$ cat src/rtl/rtc_map.svh
// Register offsets, field positions, reset values and timing counts of the watch block
// Assumes a 125 MHz system clock; the 32.768 kHz crystal is a sampled input pin
// Notes on behaviour
// - Prescaler turns crystal into one hertz tick
// - Seconds, minutes, hours, day counters cascaded
// - Selectable second, minute, day periodic interrupts
// - Enabled alarm interrupts when counters match
// - Time-of-day alarm and day-plus-time alarm
// - Stopwatch loads value, decrements every minute
// - Enabled stopwatch interrupts on underflow past zero
// - Any interrupt doubles as wake request
// - Deep-sleep wake forces full-on, bypass ignored
// - Keeps counting in sleep, no memory access
// - Runs independent of core clock gating
`ifndef RTC_MAP_SVH
`define RTC_MAP_SVH

// ************************************************************
// Register byte offsets
// ************************************************************
`define RTC_OFF_TIME     12'h000
`define RTC_OFF_CTRL     12'h004
`define RTC_OFF_ALARM0   12'h008
`define RTC_OFF_ALARM1   12'h00C
`define RTC_OFF_SWLOAD   12'h010
`define RTC_OFF_SWCOUNT  12'h014
`define RTC_OFF_STATUS   12'h018
`define RTC_OFF_MASK     12'h01C

// ************************************************************
// Field positions
// ************************************************************
`define RTC_SEC_LSB      0
`define RTC_MIN_LSB      8
`define RTC_HOUR_LSB     16
`define RTC_DAY_LSB      24
`define RTC_CTL_ALM0EN   0
`define RTC_CTL_ALM1EN   1
`define RTC_CTL_SWEN     2
`define RTC_CTL_SECIE    3
`define RTC_CTL_MINIE    4
`define RTC_CTL_DAYIE    5
`define RTC_ST_SEC       0
`define RTC_ST_MIN       1
`define RTC_ST_DAY       2
`define RTC_ST_ALM0      3
`define RTC_ST_ALM1      4
`define RTC_ST_SW        5
`define RTC_NUM_EVT      6

// ************************************************************
// Reset values and counts
// ************************************************************
`define RTC_CTRL_RST     6'h00
`define RTC_MASK_RST     6'h00
`define RTC_XTAL_HZ      32768
`define RTC_SEC_MAX      6'd59
`define RTC_MIN_MAX      6'd59
`define RTC_HOUR_MAX     5'd23
`define RTC_RESP_OKAY    2'b00
`define RTC_RESP_SLVERR  2'b10

`endif

$ cat src/rtl/rtc_pkg.sv
// Types shared by the watch block
// Assumes rtc_map.svh is on the include path
package rtc_pkg;

  // ************************************************************
  // Time of day and day count
  // ************************************************************
  typedef struct packed {
    logic [7:0] day;
    logic [4:0] hour;
    logic [5:0] minute;
    logic [5:0] second;
  } rtc_time_t;

  // Power manager wake request
  typedef struct packed {
    logic wake;
    logic fullOn;
  } rtc_wake_t;

endpackage : rtc_pkg

$ cat src/rtl/rtc_watch.sv
// Watch block: crystal prescaler, time counters, alarms, stopwatch and AXI4-Lite slave
// Assumes the crystal pin is synchronous to clk and this clock stays on in deep sleep
`include "rtc_map.svh"

module rtc_watch (
  input  wire logic               clk,
  input  wire logic               rst_n,
  input  wire logic               xtalIn,
  input  wire logic               deepSleep,
  input  wire logic [11:0]        s_axi_awaddr,
  input  wire logic               s_axi_awvalid,
  output logic                    s_axi_awready,
  input  wire logic [31:0]        s_axi_wdata,
  input  wire logic [3:0]         s_axi_wstrb,
  input  wire logic               s_axi_wvalid,
  output logic                    s_axi_wready,
  output logic [1:0]              s_axi_bresp,
  output logic                    s_axi_bvalid,
  input  wire logic               s_axi_bready,
  input  wire logic [11:0]        s_axi_araddr,
  input  wire logic               s_axi_arvalid,
  output logic                    s_axi_arready,
  output logic [31:0]             s_axi_rdata,
  output logic [1:0]              s_axi_rresp,
  output logic                    s_axi_rvalid,
  input  wire logic               s_axi_rready,
  output logic                    irq,
  output rtc_pkg::rtc_wake_t      wakeReq
);
  import rtc_pkg::*;

  // ************************************************************
  // Helpers
  // ************************************************************
  // Byte-lane merge of a write into a 32-bit word
  function automatic logic [31:0] mergeBytes(input logic [31:0] old, input logic [31:0] wd,
                                             input logic [3:0] st);
    logic [31:0] r;
    r = old;
    for (int i = 0; i < 4; i++) begin
      if (st[i]) begin
        r[i*8 +: 8] = wd[i*8 +: 8];
      end
    end
    return r;
  endfunction : mergeBytes

  // Packs a time value into its register layout
  function automatic logic [31:0] packTime(input rtc_time_t t);
    logic [31:0] r;
    r = 32'h0000_0000;
    r[`RTC_SEC_LSB +: 6] = t.second;
    r[`RTC_MIN_LSB +: 6] = t.minute;
    r[`RTC_HOUR_LSB +: 5] = t.hour;
    r[`RTC_DAY_LSB +: 8] = t.day;
    return r;
  endfunction : packTime

  // Unpacks a register word into a time value
  function automatic rtc_time_t unpackTime(input logic [31:0] w);
    rtc_time_t t;
    t.second = w[`RTC_SEC_LSB +: 6];
    t.minute = w[`RTC_MIN_LSB +: 6];
    t.hour   = w[`RTC_HOUR_LSB +: 5];
    t.day    = w[`RTC_DAY_LSB +: 8];
    return t;
  endfunction : unpackTime

  // Compares hour, minute and second, and the day too when asked
  function automatic logic timeMatch(input rtc_time_t t, input rtc_time_t a,
                                     input logic withDay);
    return (t.second == a.second) && (t.minute == a.minute) && (t.hour == a.hour) &&
           (!withDay || (t.day == a.day));
  endfunction : timeMatch

  // ************************************************************
  // Prescaler
  // ************************************************************
  logic        xtalPrev;
  logic [14:0] prescale;
  logic        xtalRise;
  logic        secTick;

  // One crystal period per rise; a full 15-bit wrap is one second
  assign xtalRise = xtalIn & ~xtalPrev;
  assign secTick  = xtalRise && (prescale == 15'(`RTC_XTAL_HZ - 1));

  // Prescaler counts crystal edges, not gated by sleep
  // A crystal stuck at one level gives no rises, so time simply holds
  always_ff @(posedge clk or negedge rst_n) begin
    if (!rst_n) begin
      xtalPrev <= 1'b0;
      prescale <= 15'h0000;
    end else begin
      xtalPrev <= xtalIn;
      if (xtalRise) begin
        prescale <= prescale + 15'h0001;
      end
    end
  end

  // ************************************************************
  // Time counters
  // ************************************************************
  rtc_time_t   now;
  rtc_time_t   next_now;
  logic        minTick;
  logic        hourTick;
  logic        dayTick;
  logic        liveTick;
  logic        timeWr;
  logic [31:0] timeWdata;
  logic [3:0]  timeWstrb;

  // A software time write in the tick cycle swallows that tick, so no
  // stale carry or alarm is raised against the value being replaced
  assign liveTick = secTick && !timeWr;

  // Carries ripple on the seconds tick
  assign minTick  = liveTick && (now.second == `RTC_SEC_MAX);
  assign hourTick = minTick && (now.minute == `RTC_MIN_MAX);
  assign dayTick  = hourTick && (now.hour == `RTC_HOUR_MAX);

  // Next time value; a software write replaces its strobed byte lanes at once
  always_comb begin
    next_now = now;
    if (timeWr) begin
      next_now = unpackTime(mergeBytes(packTime(now), timeWdata, timeWstrb));
    end else if (liveTick) begin
      next_now.second = minTick ? 6'h00 : now.second + 6'h01;
      if (minTick) begin
        next_now.minute = hourTick ? 6'h00 : now.minute + 6'h01;
      end
      if (hourTick) begin
        next_now.hour = dayTick ? 5'h00 : now.hour + 5'h01;
      end
      if (dayTick) begin
        next_now.day = now.day + 8'h01;
      end
    end
  end

  // Time register keeps running through deep sleep
  always_ff @(posedge clk or negedge rst_n) begin
    if (!rst_n) begin
      now <= '0;
    end else begin
      now <= next_now;
    end
  end

  // ************************************************************
  // Control, alarms and stopwatch
  // ************************************************************
  logic [5:0]  ctrl;
  logic [31:0] alarm0;
  logic [31:0] alarm1;
  logic [7:0]  swLoad;
  logic [7:0]  swCount;
  logic        swWr;
  logic        ctrlWr;
  logic        alm0Wr;
  logic        alm1Wr;
  logic        alm0Hit;
  logic        alm1Hit;
  logic        swUnder;
  logic        swStep;
  rtc_time_t   a0;
  rtc_time_t   a1;

  assign a0 = unpackTime(alarm0);
  assign a1 = unpackTime(alarm1);

  // Alarms fire once, on the live tick that lands on the programmed time;
  // alarm 0 ignores the day field, alarm 1 needs the day as well
  assign alm0Hit = liveTick && ctrl[`RTC_CTL_ALM0EN] &&
                   timeMatch(next_now, a0, 1'b0);
  assign alm1Hit = liveTick && ctrl[`RTC_CTL_ALM1EN] &&
                   timeMatch(next_now, a1, 1'b1);
  // Stopwatch moves on each minute rollover while enabled
  assign swStep  = minTick && ctrl[`RTC_CTL_SWEN];
  // Underflow is the minute step taken while already at zero
  assign swUnder = swStep && (swCount == 8'h00);

  // Software settings and stopwatch countdown
  // Every register in this block takes the captured write word, never the live bus
  always_ff @(posedge clk or negedge rst_n) begin
    if (!rst_n) begin
      ctrl    <= `RTC_CTRL_RST;
      alarm0  <= 32'h0000_0000;
      alarm1  <= 32'h0000_0000;
      swLoad  <= 8'h00;
      swCount <= 8'h00;
    end else begin
      if (ctrlWr) begin
        ctrl <= 6'(mergeBytes({26'h0, ctrl}, timeWdata, timeWstrb));
      end
      if (alm0Wr) begin
        alarm0 <= mergeBytes(alarm0, timeWdata, timeWstrb);
      end
      if (alm1Wr) begin
        alarm1 <= mergeBytes(alarm1, timeWdata, timeWstrb);
      end
      if (swWr) begin
        swLoad  <= 8'(mergeBytes({24'h0, swLoad}, timeWdata, timeWstrb));
        swCount <= 8'(mergeBytes({24'h0, swLoad}, timeWdata, timeWstrb));
      end else if (swStep) begin
        swCount <= swCount - 8'h01;
      end
    end
  end

  // ************************************************************
  // Interrupt status and mask
  // ************************************************************
  logic [5:0] status;
  logic [5:0] mask;
  logic [5:0] events;
  logic       stWr;
  logic       maskWr;
  logic [5:0] stClear;

  assign events = {swUnder, alm1Hit, alm0Hit,
                   dayTick && ctrl[`RTC_CTL_DAYIE],
                   minTick && ctrl[`RTC_CTL_MINIE],
                   liveTick && ctrl[`RTC_CTL_SECIE]};
  assign stClear = stWr && timeWstrb[0] ? timeWdata[5:0] : 6'h00;

  // Sticky flags; a new event beats a same-cycle clear
  // Interrupt and wake follow status one cycle later
  always_ff @(posedge clk or negedge rst_n) begin
    if (!rst_n) begin
      status  <= 6'h00;
      mask    <= `RTC_MASK_RST;
      irq     <= 1'b0;
      wakeReq <= '0;
    end else begin
      status <= (status & ~stClear) | events;
      if (maskWr) begin
        mask <= 6'(mergeBytes({26'h0, mask}, s_axi_wdata, s_axi_wstrb));
      end
      irq            <= |(status & mask);
      wakeReq.wake   <= |(status & mask);
      wakeReq.fullOn <= |(status & mask) & deepSleep;
    end
  end

  // ************************************************************
  // AXI4-Lite write channel
  // ************************************************************
  logic        awHeld;
  logic        wHeld;
  logic [11:0] awAddr;
  logic [31:0] wData;
  logic [3:0]  wStrb;
  logic        wrGo;
  logic        wrHit;

  assign wrGo      = awHeld && wHeld && !s_axi_bvalid;
  assign timeWdata = wData;
  assign timeWstrb = wStrb;
  assign timeWr = wrGo && (awAddr == `RTC_OFF_TIME);
  assign ctrlWr = wrGo && (awAddr == `RTC_OFF_CTRL);
  assign alm0Wr = wrGo && (awAddr == `RTC_OFF_ALARM0);
  assign alm1Wr = wrGo && (awAddr == `RTC_OFF_ALARM1);
  assign swWr   = wrGo && (awAddr == `RTC_OFF_SWLOAD);
  assign stWr   = wrGo && (awAddr == `RTC_OFF_STATUS);
  assign maskWr = wrGo && (awAddr == `RTC_OFF_MASK);
  assign wrHit  = timeWr | ctrlWr | alm0Wr | alm1Wr | swWr | stWr | maskWr |
                  (wrGo && (awAddr == `RTC_OFF_SWCOUNT));

  // Address and data captured independently, response once both are in
  always_ff @(posedge clk or negedge rst_n) begin
    if (!rst_n) begin
      awHeld        <= 1'b0;
      wHeld         <= 1'b0;
      awAddr        <= 12'h000;
      wData         <= 32'h0000_0000;
      wStrb         <= 4'h0;
      s_axi_awready <= 1'b0;
      s_axi_wready  <= 1'b0;
      s_axi_bvalid  <= 1'b0;
      s_axi_bresp   <= `RTC_RESP_OKAY;
    end else begin
      // Neither channel is taken while a response waits to be collected
      s_axi_awready <= !awHeld && !s_axi_awready && s_axi_awvalid && !s_axi_bvalid;
      s_axi_wready  <= !wHeld && !s_axi_wready && s_axi_wvalid && !s_axi_bvalid;
      if (s_axi_awvalid && s_axi_awready) begin
        awHeld <= 1'b1;
        awAddr <= {s_axi_awaddr[11:2], 2'b00};
      end
      if (s_axi_wvalid && s_axi_wready) begin
        wHeld <= 1'b1;
        wData <= s_axi_wdata;
        wStrb <= s_axi_wstrb;
      end
      if (wrGo) begin
        awHeld       <= 1'b0;
        wHeld        <= 1'b0;
        s_axi_bvalid <= 1'b1;
        s_axi_bresp  <= wrHit ? `RTC_RESP_OKAY : `RTC_RESP_SLVERR;
      end else if (s_axi_bready) begin
        s_axi_bvalid <= 1'b0;
      end
    end
  end

  // ************************************************************
  // AXI4-Lite read channel
  // ************************************************************
  logic [31:0] rdMux;
  logic        rdHit;
  logic [11:0] rdAddr;

  assign rdAddr = {s_axi_araddr[11:2], 2'b00};
  assign rdHit  = (rdAddr <= `RTC_OFF_MASK);
  // Whole time word taken in one cycle, so no torn read
  assign rdMux = (rdAddr == `RTC_OFF_TIME)    ? packTime(now) :
                 (rdAddr == `RTC_OFF_CTRL)    ? {26'h0, ctrl} :
                 (rdAddr == `RTC_OFF_ALARM0)  ? alarm0 :
                 (rdAddr == `RTC_OFF_ALARM1)  ? alarm1 :
                 (rdAddr == `RTC_OFF_SWLOAD)  ? {24'h0, swLoad} :
                 (rdAddr == `RTC_OFF_SWCOUNT) ? {24'h0, swCount} :
                 (rdAddr == `RTC_OFF_STATUS)  ? {26'h0, status} :
                 (rdAddr == `RTC_OFF_MASK)    ? {26'h0, mask} : 32'h0000_0000;

  // One read in flight; data registered with the address handshake
  always_ff @(posedge clk or negedge rst_n) begin
    if (!rst_n) begin
      s_axi_arready <= 1'b0;
      s_axi_rvalid  <= 1'b0;
      s_axi_rdata   <= 32'h0000_0000;
      s_axi_rresp   <= `RTC_RESP_OKAY;
    end else begin
      s_axi_arready <= !s_axi_arready && !s_axi_rvalid && s_axi_arvalid;
      if (s_axi_arvalid && s_axi_arready) begin
        s_axi_rvalid <= 1'b1;
        s_axi_rdata  <= rdMux;
        s_axi_rresp  <= rdHit ? `RTC_RESP_OKAY : `RTC_RESP_SLVERR;
      end else if (s_axi_rready) begin
        s_axi_rvalid <= 1'b0;
      end
    end
  end

endmodule : rtc_watch

$ cat config.mk
export PLATFORM = sky130hd
export DESIGN_NAME = rtc_watch
export DESIGN_NICKNAME = d
export VERILOG_FILES = /design/src/rtl/rtc_pkg.sv /design/src/rtl/rtc_watch.sv
export VERILOG_INCLUDE_DIRS = /design/src /design/src/rtl
export SDC_FILE = /design/constraint.sdc
export NUM_CORES = 1
export LEC_CHECK = 0
export BUFFER_PORTS_ARGS = -buffer_cell sky130_fd_sc_hd__buf_4
export CORE_UTILIZATION = 50
export DETAILED_ROUTE_END_ITERATION = 16
export PLACE_DENSITY_LB_ADDON = 0.1
export SYNTH_ARGS = -nofsm -noshare
export SYNTH_HDL_FRONTEND = slang
export SYNTH_SLANG_ARGS = --single-unit
$ cat constraint.sdc
create_clock -name clk -period 3 [get_ports clk]
set_clock_uncertainty 0.2 [all_clocks]
set_input_delay 0.45 -clock clk [delete_from_list [all_inputs] [get_ports clk]]
set_output_delay 0.45 -clock clk [all_outputs]
set_load 0.005 [all_outputs]
* Yosys cells after proc, flatten, opt, wreduce, memory -nomap -nowiden
Cells that the tools add are included.
** Word-level totals
- Bits in registers :: 230
- Input bits :: 69
- Output and inout bits :: 44
- Word-level logic and storage cells :: 182
** Operators by class
- Add/subtract/negate cells :: 6
- $lt $le $gt $ge :: 1
- Eq/ne operators :: 25
- Mux-type cells :: 34
- Bitwise operators :: 14
- Reduce and logical (&&, ||, !) cells :: 68
** Operator list (count)
- 32-bit 2-to-1 mux :: 4
- 10-bit by 3-bit == test with 1-bit output (second input constant) :: 8
- 8-bit 2-to-1 mux :: 7
- 25-bit 2-to-1 mux :: 2
- 6-bit 2-to-1 mux :: 8
- 1-bit logical AND :: 41
- 10-bit by 2-bit == test with 1-bit output (second input constant) :: 4
- 6-bit == test :: 4
- 12-bit logical NOT :: 2
- 10-bit by 1-bit == test with 1-bit output (second input constant) :: 2
- 2-bit AND reduction :: 10
- 15-bit by 1-bit adder with 15-bit output (second input constant) :: 1
- 15-bit == test (second input constant) :: 1
- 5-bit 2-to-1 mux :: 3
- 6-bit by 1-bit adder with 6-bit output (second input constant) :: 2
- 6-bit AND :: 2
- 6-bit == test (second input constant) :: 2
- 12-bit by 5-bit less-or-equal comparator with 1-bit output (second input constant) :: 1
- 5-bit == test :: 2
- 2-bit nonzero test :: 5
- 8-bit by 1-bit adder with 8-bit output (second input constant) :: 1
- 8-bit == test :: 1
- 1-bit logical NOT :: 8
- 8-bit logical NOT :: 1
- other kinds (11) :: 26

* Depth between registers and ports, before layout
- Depth in word-level cells :: 18
- Gate-level depth with buffers :: 11
- Depth with buffers taken out :: 10

* Worst setup path before layout
OpenSTA, ideal clock, no wires.
- Path kind :: reg-to-reg
- From :: register prescale[0]
- To :: register status[4]
- Setup time :: 66 ps
- Arrival time :: 2904 ps
- Data required time :: 2734 ps
- Slack :: -169 ps
- Stages on the path, launching flop included :: 11
- Buffers on the path :: 0
- Clock period less this slack :: 3169 ps
- Cells stage by stage :: dfrtp_1 -> ha_1 -> nand3b_1 -> nor4_1 -> nand4_1 -> nor3_1 -> xnor2_1 -> o311ai_1 -> or4_1 -> nor4_1 -> a22o_1
** On the way
- Cells in the longest elaborated chain, start to end :: 15
- Elaborated cells between the ends (all ways) :: 24
- Those cells by class :: eq/ne: 5; mux: 8; bitwise: 1; reduce/logical: 10
** Ends and longest elaborated chain
- from (decl) :: RTL line rtc_watch.sv:80 : logic [14:0] prescale;
- from (signal assigned) :: RTL line rtc_watch.sv:97 : prescale <= prescale + 15'h0001;
- 15-bit == test (*) :: RTL line rtc_watch.sv:86 : assign secTick = xtalRise && (prescale == 15'(`RTC_XTAL_HZ - 1));
- 1-bit logical AND (*) :: RTL line rtc_watch.sv:86
- 1-bit logical AND (*) :: RTL line rtc_watch.sv:117 : assign liveTick = secTick && !timeWr;
- 1-bit logical AND :: RTL line rtc_watch.sv:120 : assign minTick = liveTick && (now.second == `RTC_SEC_MAX);
- 1-bit logical AND :: RTL line rtc_watch.sv:121 : assign hourTick = minTick && (now.minute == `RTC_MIN_MAX);
- 6-bit 2-to-1 mux / 1-bit logical AND (equally long branches) :: RTL line rtc_watch.sv:132, rtc_watch.sv:122
- 6-bit 2-to-1 mux / 5-bit 2-to-1 mux (equally long branches) :: RTL line rtc_watch.sv:131, rtc_watch.sv:135
- 25-bit 2-to-1 mux / 5-bit 2-to-1 mux (equally long branches) :: RTL line rtc_watch.sv:129, rtc_watch.sv:134
- 25-bit 2-to-1 mux (on tied branches) :: RTL line rtc_watch.sv:127, rtc_watch.sv:129
- 6-bit == test / 25-bit 2-to-1 mux (equally long branches) :: RTL line rtc_watch.sv:72, rtc_watch.sv:127
- 1-bit logical AND / 5-bit == test (equally long branches) :: RTL line rtc_watch.sv:72 : return (t.second == a.second) && (t.minute == a.minute) && (t.hour == a.hour) &&
- 1-bit logical AND (2 in a row) :: RTL line rtc_watch.sv:72
- 1-bit logical AND (*) :: RTL line rtc_watch.sv:178 : assign alm1Hit = liveTick && ctrl[`RTC_CTL_ALM1EN] &&
- 6-bit OR (*) :: RTL line rtc_watch.sv:238 : status <= (status & ~stClear) | events;
- to (signal assigned) :: RTL line rtc_watch.sv:238
- to (decl) :: RTL line rtc_watch.sv:216 : logic [5:0] status;
Mark *: on every way between the ends. The rest lies on a longest branch, timed or not.
A chain may end at the register's enable or synchronous reset.

* Worst setup path after layout
- From :: register awAddr[8]
- To :: register status[4]
** On the way
- Cells in the longest elaborated chain, start to end :: 16
- Elaborated cells between the ends (all ways) :: 31
- Those cells by class :: eq/ne: 5; mux: 9; bitwise: 3; reduce/logical: 14
** Ends and longest elaborated chain
- from (decl) :: RTL line rtc_watch.sv:253 : logic [11:0] awAddr;
- from (signal assigned) :: RTL line rtc_watch.sv:290 : awAddr <= {s_axi_awaddr[11:2], 2'b00};
- 12-bit logical NOT (no source line)
- 1-bit logical AND :: RTL line rtc_watch.sv:262 : assign timeWr = wrGo && (awAddr == `RTC_OFF_TIME);
- 1-bit logical NOT :: RTL line rtc_watch.sv:117
- 1-bit logical AND :: RTL line rtc_watch.sv:117
- 1-bit logical AND :: RTL line rtc_watch.sv:120
- 1-bit logical AND :: RTL line rtc_watch.sv:121
- 6-bit 2-to-1 mux / 1-bit logical AND (equally long branches) :: RTL line rtc_watch.sv:132, rtc_watch.sv:122
- 6-bit 2-to-1 mux / 5-bit 2-to-1 mux (equally long branches) :: RTL line rtc_watch.sv:131, rtc_watch.sv:135
- 25-bit 2-to-1 mux / 5-bit 2-to-1 mux (equally long branches) :: RTL line rtc_watch.sv:129, rtc_watch.sv:134
- 25-bit 2-to-1 mux (on tied branches) :: RTL line rtc_watch.sv:127, rtc_watch.sv:129
- 6-bit == test / 25-bit 2-to-1 mux (equally long branches) :: RTL line rtc_watch.sv:72, rtc_watch.sv:127
- 1-bit logical AND / 5-bit == test (equally long branches) :: RTL line rtc_watch.sv:72
- 1-bit logical AND (2 in a row) :: RTL line rtc_watch.sv:72
- 1-bit logical AND :: RTL line rtc_watch.sv:178
- 6-bit OR (*) :: RTL line rtc_watch.sv:238
Marked as above.

==> flow_summary.ini <==
[global_route]
grt_usage = 0.300
grt_antenna_before_repair = 0
grt_pass1_vias = 9947
overflow = 0
grt_pass1_wl_mm = 54.9
grt_max_degree = 87

[sta]
post-route-period-util = 1.04
setup_ws_ns = -0.132
worstMarginPinSlew_ns = 0.672
whs_ns = 0.115
period_needed_ns = 3.13
rsz0062_at_grt = true
maxSlewViolCount = 0
max_slew_margin = 0.552
fmax_ghz = 0.319
setup_viol = 2
hold_viol_final = 0

[logic_synthesis]
syn_area_um2 = 11600
syn_inst = 1065
synth-seq-cells = 228
yosys-top-cells-count = dfrtp_1, mux2_2, nand2_1
yosysSeqAreaShare = 0.492
synth_edf_count = 0
synth.avg_cell_area_um2 = 10.9
synth-main-ff-cell = dfrtp_1
synth_largest_area_cell = dfrtp_1
yosysTopAreaCellShare = 0.492
synthArstFlopShare = 1.00
ys_warn_count = 0
synth_cell_types = 73
synth.most_common_cell = dfrtp_1
ys_top_cells_by_area = dfrtp_1, mux2_2, nand2_1, mux2i_1, xnor2_1

[job]
max_cap_viol_count = 0

[layout]
syn_to_final_growth_pct = 37.1
postLayoutCoreUtil = 0.700
nNetsFinal = 1472
antenna_cells = 0
drive_gt1_frac = 0.383

[die]
die_w_um = 154
start_util = 0.511
core.rowCount = 55
core_area_um2 = 22700
fp.dieH_um = 154
io_pins = 113
die_area_um2 = 23800

[clock_network]
cts_inserted_buffers = 25
clock_sinks = 228
htreeDepth = 1
cts_tree = done
clk_pin_slew_ns = 0.06
cts_root_buffer = clkbuf_16
clock_latency_ns = 0.55
clock_path_buffers = 3

[setup_path]
worstSetupPathType = flop to flop
worstPathArrival_ns = 3.42
crit_top_cell = nor4_2
crit_chain = or4_4, buf_6, nor4_2, buf_4, o32a_1, o311ai_1, or4_1, nor4_2, a22o_1
crit_buf_inv = 2
cp-end-kind = flop
crit_path_max_fanout = 5
critPathRequiredTime_ns = 3.28
start_kind = flop
cp_top_family = simple AND/OR/NAND/NOR gates
crit_path_max_incr_delay_ns = 0.57
critical-path-slowest-cell = or4_4

[hold_path]
hold_class = input pin to flop

[routing]
wl_per_cell_um = 20.5
vias = 9820
first_pass_iters = 8
ant_nets = 0
wirelength_mm = 34.8
drt_iter0_markers = 702
drc = 0
avgViaCountPerCell = 5.78

[placement]
dpl_worst_slack_ns = -0.332
dp_hpwl_mm = 24.5
gp_congestion = 0.934
io_buffers = 106

[run_status]
status = finished with violations
violations = setup timing

[power]
total_power_mw = 9.84
power.density_nw_per_um2 = 619
p_leak_nw = 7.40
ir_worst_vdd_mv = 0.503
==> where the power goes <==
group          internal, mW  switching, mW
Clock                  2.07           1.27
Combinational          1.25           1.09
Sequential             3.57          0.590
Total                  6.89           2.95
==> worst reg2reg max path, cell delays in order (launching register included) <==
cell      delay, ns
dfrtp_1        0.38
or4_4          0.57
buf_6          0.15
nor4_2         0.27
buf_4          0.22
o32a_1         0.23
o311ai_1       0.11
or4_1          0.53
nor4_2         0.27
a22o_1         0.15
==> final timing paths <==
kind	cells past startpoint	to	from	slack [ns]
setup / recovery	9	status[4]$_DFF_PN0_	awAddr[8]$_DFFE_PN0P_	-0.13
hold / removal	4	s_axi_rdata[5]$_DFFE_PN0P_	s_axi_araddr[8]	0.11
setup reg to reg	9	status[4]$_DFF_PN0_	awAddr[8]$_DFFE_PN0P_	-0.13
hold reg to reg	2	s_axi_rdata[11]$_DFFE_PN0P_	s_axi_rdata[11]$_DFFE_PN0P_	0.27
max in group asynchronous	3	awAddr[4]$_DFFE_PN0P_	rst_n	1.52
min in group asynchronous	2	s_axi_rdata[11]$_DFFE_PN0P_	rst_n	0.32
==> stage by stage <==
stage / TNS (ns) / instances / instance area (um2)
3_5_place_dp: -1.14 / 1572 / 13900
2_1_floorplan: -0.0567 / 1066 / 11600
5_1_grt: -0.794 / 1699 / 15900
6_report: -0.197 / 1699 / 15900
3_3_place_gp: -0.723 / 1572 / 13900
4_1_cts: -0.0698 / 1692 / 15800
==> cell families after synthesis <==
family	after synthesis	synth area share
flops	228	0.492
xor+xnor	56	0.0423
other cells	1	0.000323
simple gates	337	0.146
buf+inv	74	0.0257
fa+ha+maj	6	0.00647
compound gates	185	0.109
mux	178	0.178
==> registers in the layout (all words and copies together) (netlist names), 6 cells and up <==
register and flops:
prescale 15, s_axi_rdata 32, awAddr 10, alarm1 32
ctrl 6, swCount 8, alarm0 32, status 6
swLoad 8, timeWdata 32, now 25, mask 6
==> final cells by class <==
cell class | count | area, um2
inverters | 19 | 71.3
clock inverters | 9 | 188
repair buffers | 359 | 3000
flip-flops and latches | 228 | 5710
fillers | 1758 | 6810
clock buffers | 35 | 703
well taps | 285 | 357
multi-input cells | 764 | 5870
==> cell usage in the layout (no fill, tap or decap), types with 5 or more instances in the layout <==
master,synthesis,final
buf_4,4,287
dfrtp_1,228,227
mux2_2,129,129
nand2_1,114,109
nor2_1,69,68
dlygate4sd3_1,0,54
a21oi_1,45,45
mux2i_1,39,39
o21ai_0,41,37
nand3_1,34,31
o31ai_1,28,27
xnor2_1,31,26
clkbuf_16,0,25
xor2_1,25,23
inv_1,19,19
nor3_1,21,18
nand4_1,18,18
nor4_2,5,11
mux4_2,10,10
nand4b_1,8,8
a22oi_1,8,8
buf_12,0,8
nand2b_1,7,7
buf_6,0,7
and3_1,7,6
nand2_2,1,6
clkbuf_1,41,6
nand3b_1,5,5
nor4_4,1,5
o22ai_1,5,5
nor4_1,15,5
o211ai_1,5,5
ha_1,6,5
bufinv_16,0,5
==> routing by layer <==
layer / global-route usage / part of all wire / vias to the layer above
li1: - / - / 4555
met1: 0.413 / 0.44 / 4885
met2: 0.493 / 0.47 / 328
met3: 0.0448 / 0.062 / 52
met4: 0.0882 / 0.027 / 0
met5: 0 / 0 / -
==> timing repair <==
action / in CTS / in global routing
gates cloned: 1 / 0
resized for setup: 44 / 12
endpoints found under the setup margin: 6 / 8
buffers inserted: 22 / 7
pin swaps: 30 / 9
hold endpoints to repair: 142 / 0
hold buffers: 54 / 0
(Power assumes the default switching activity.)
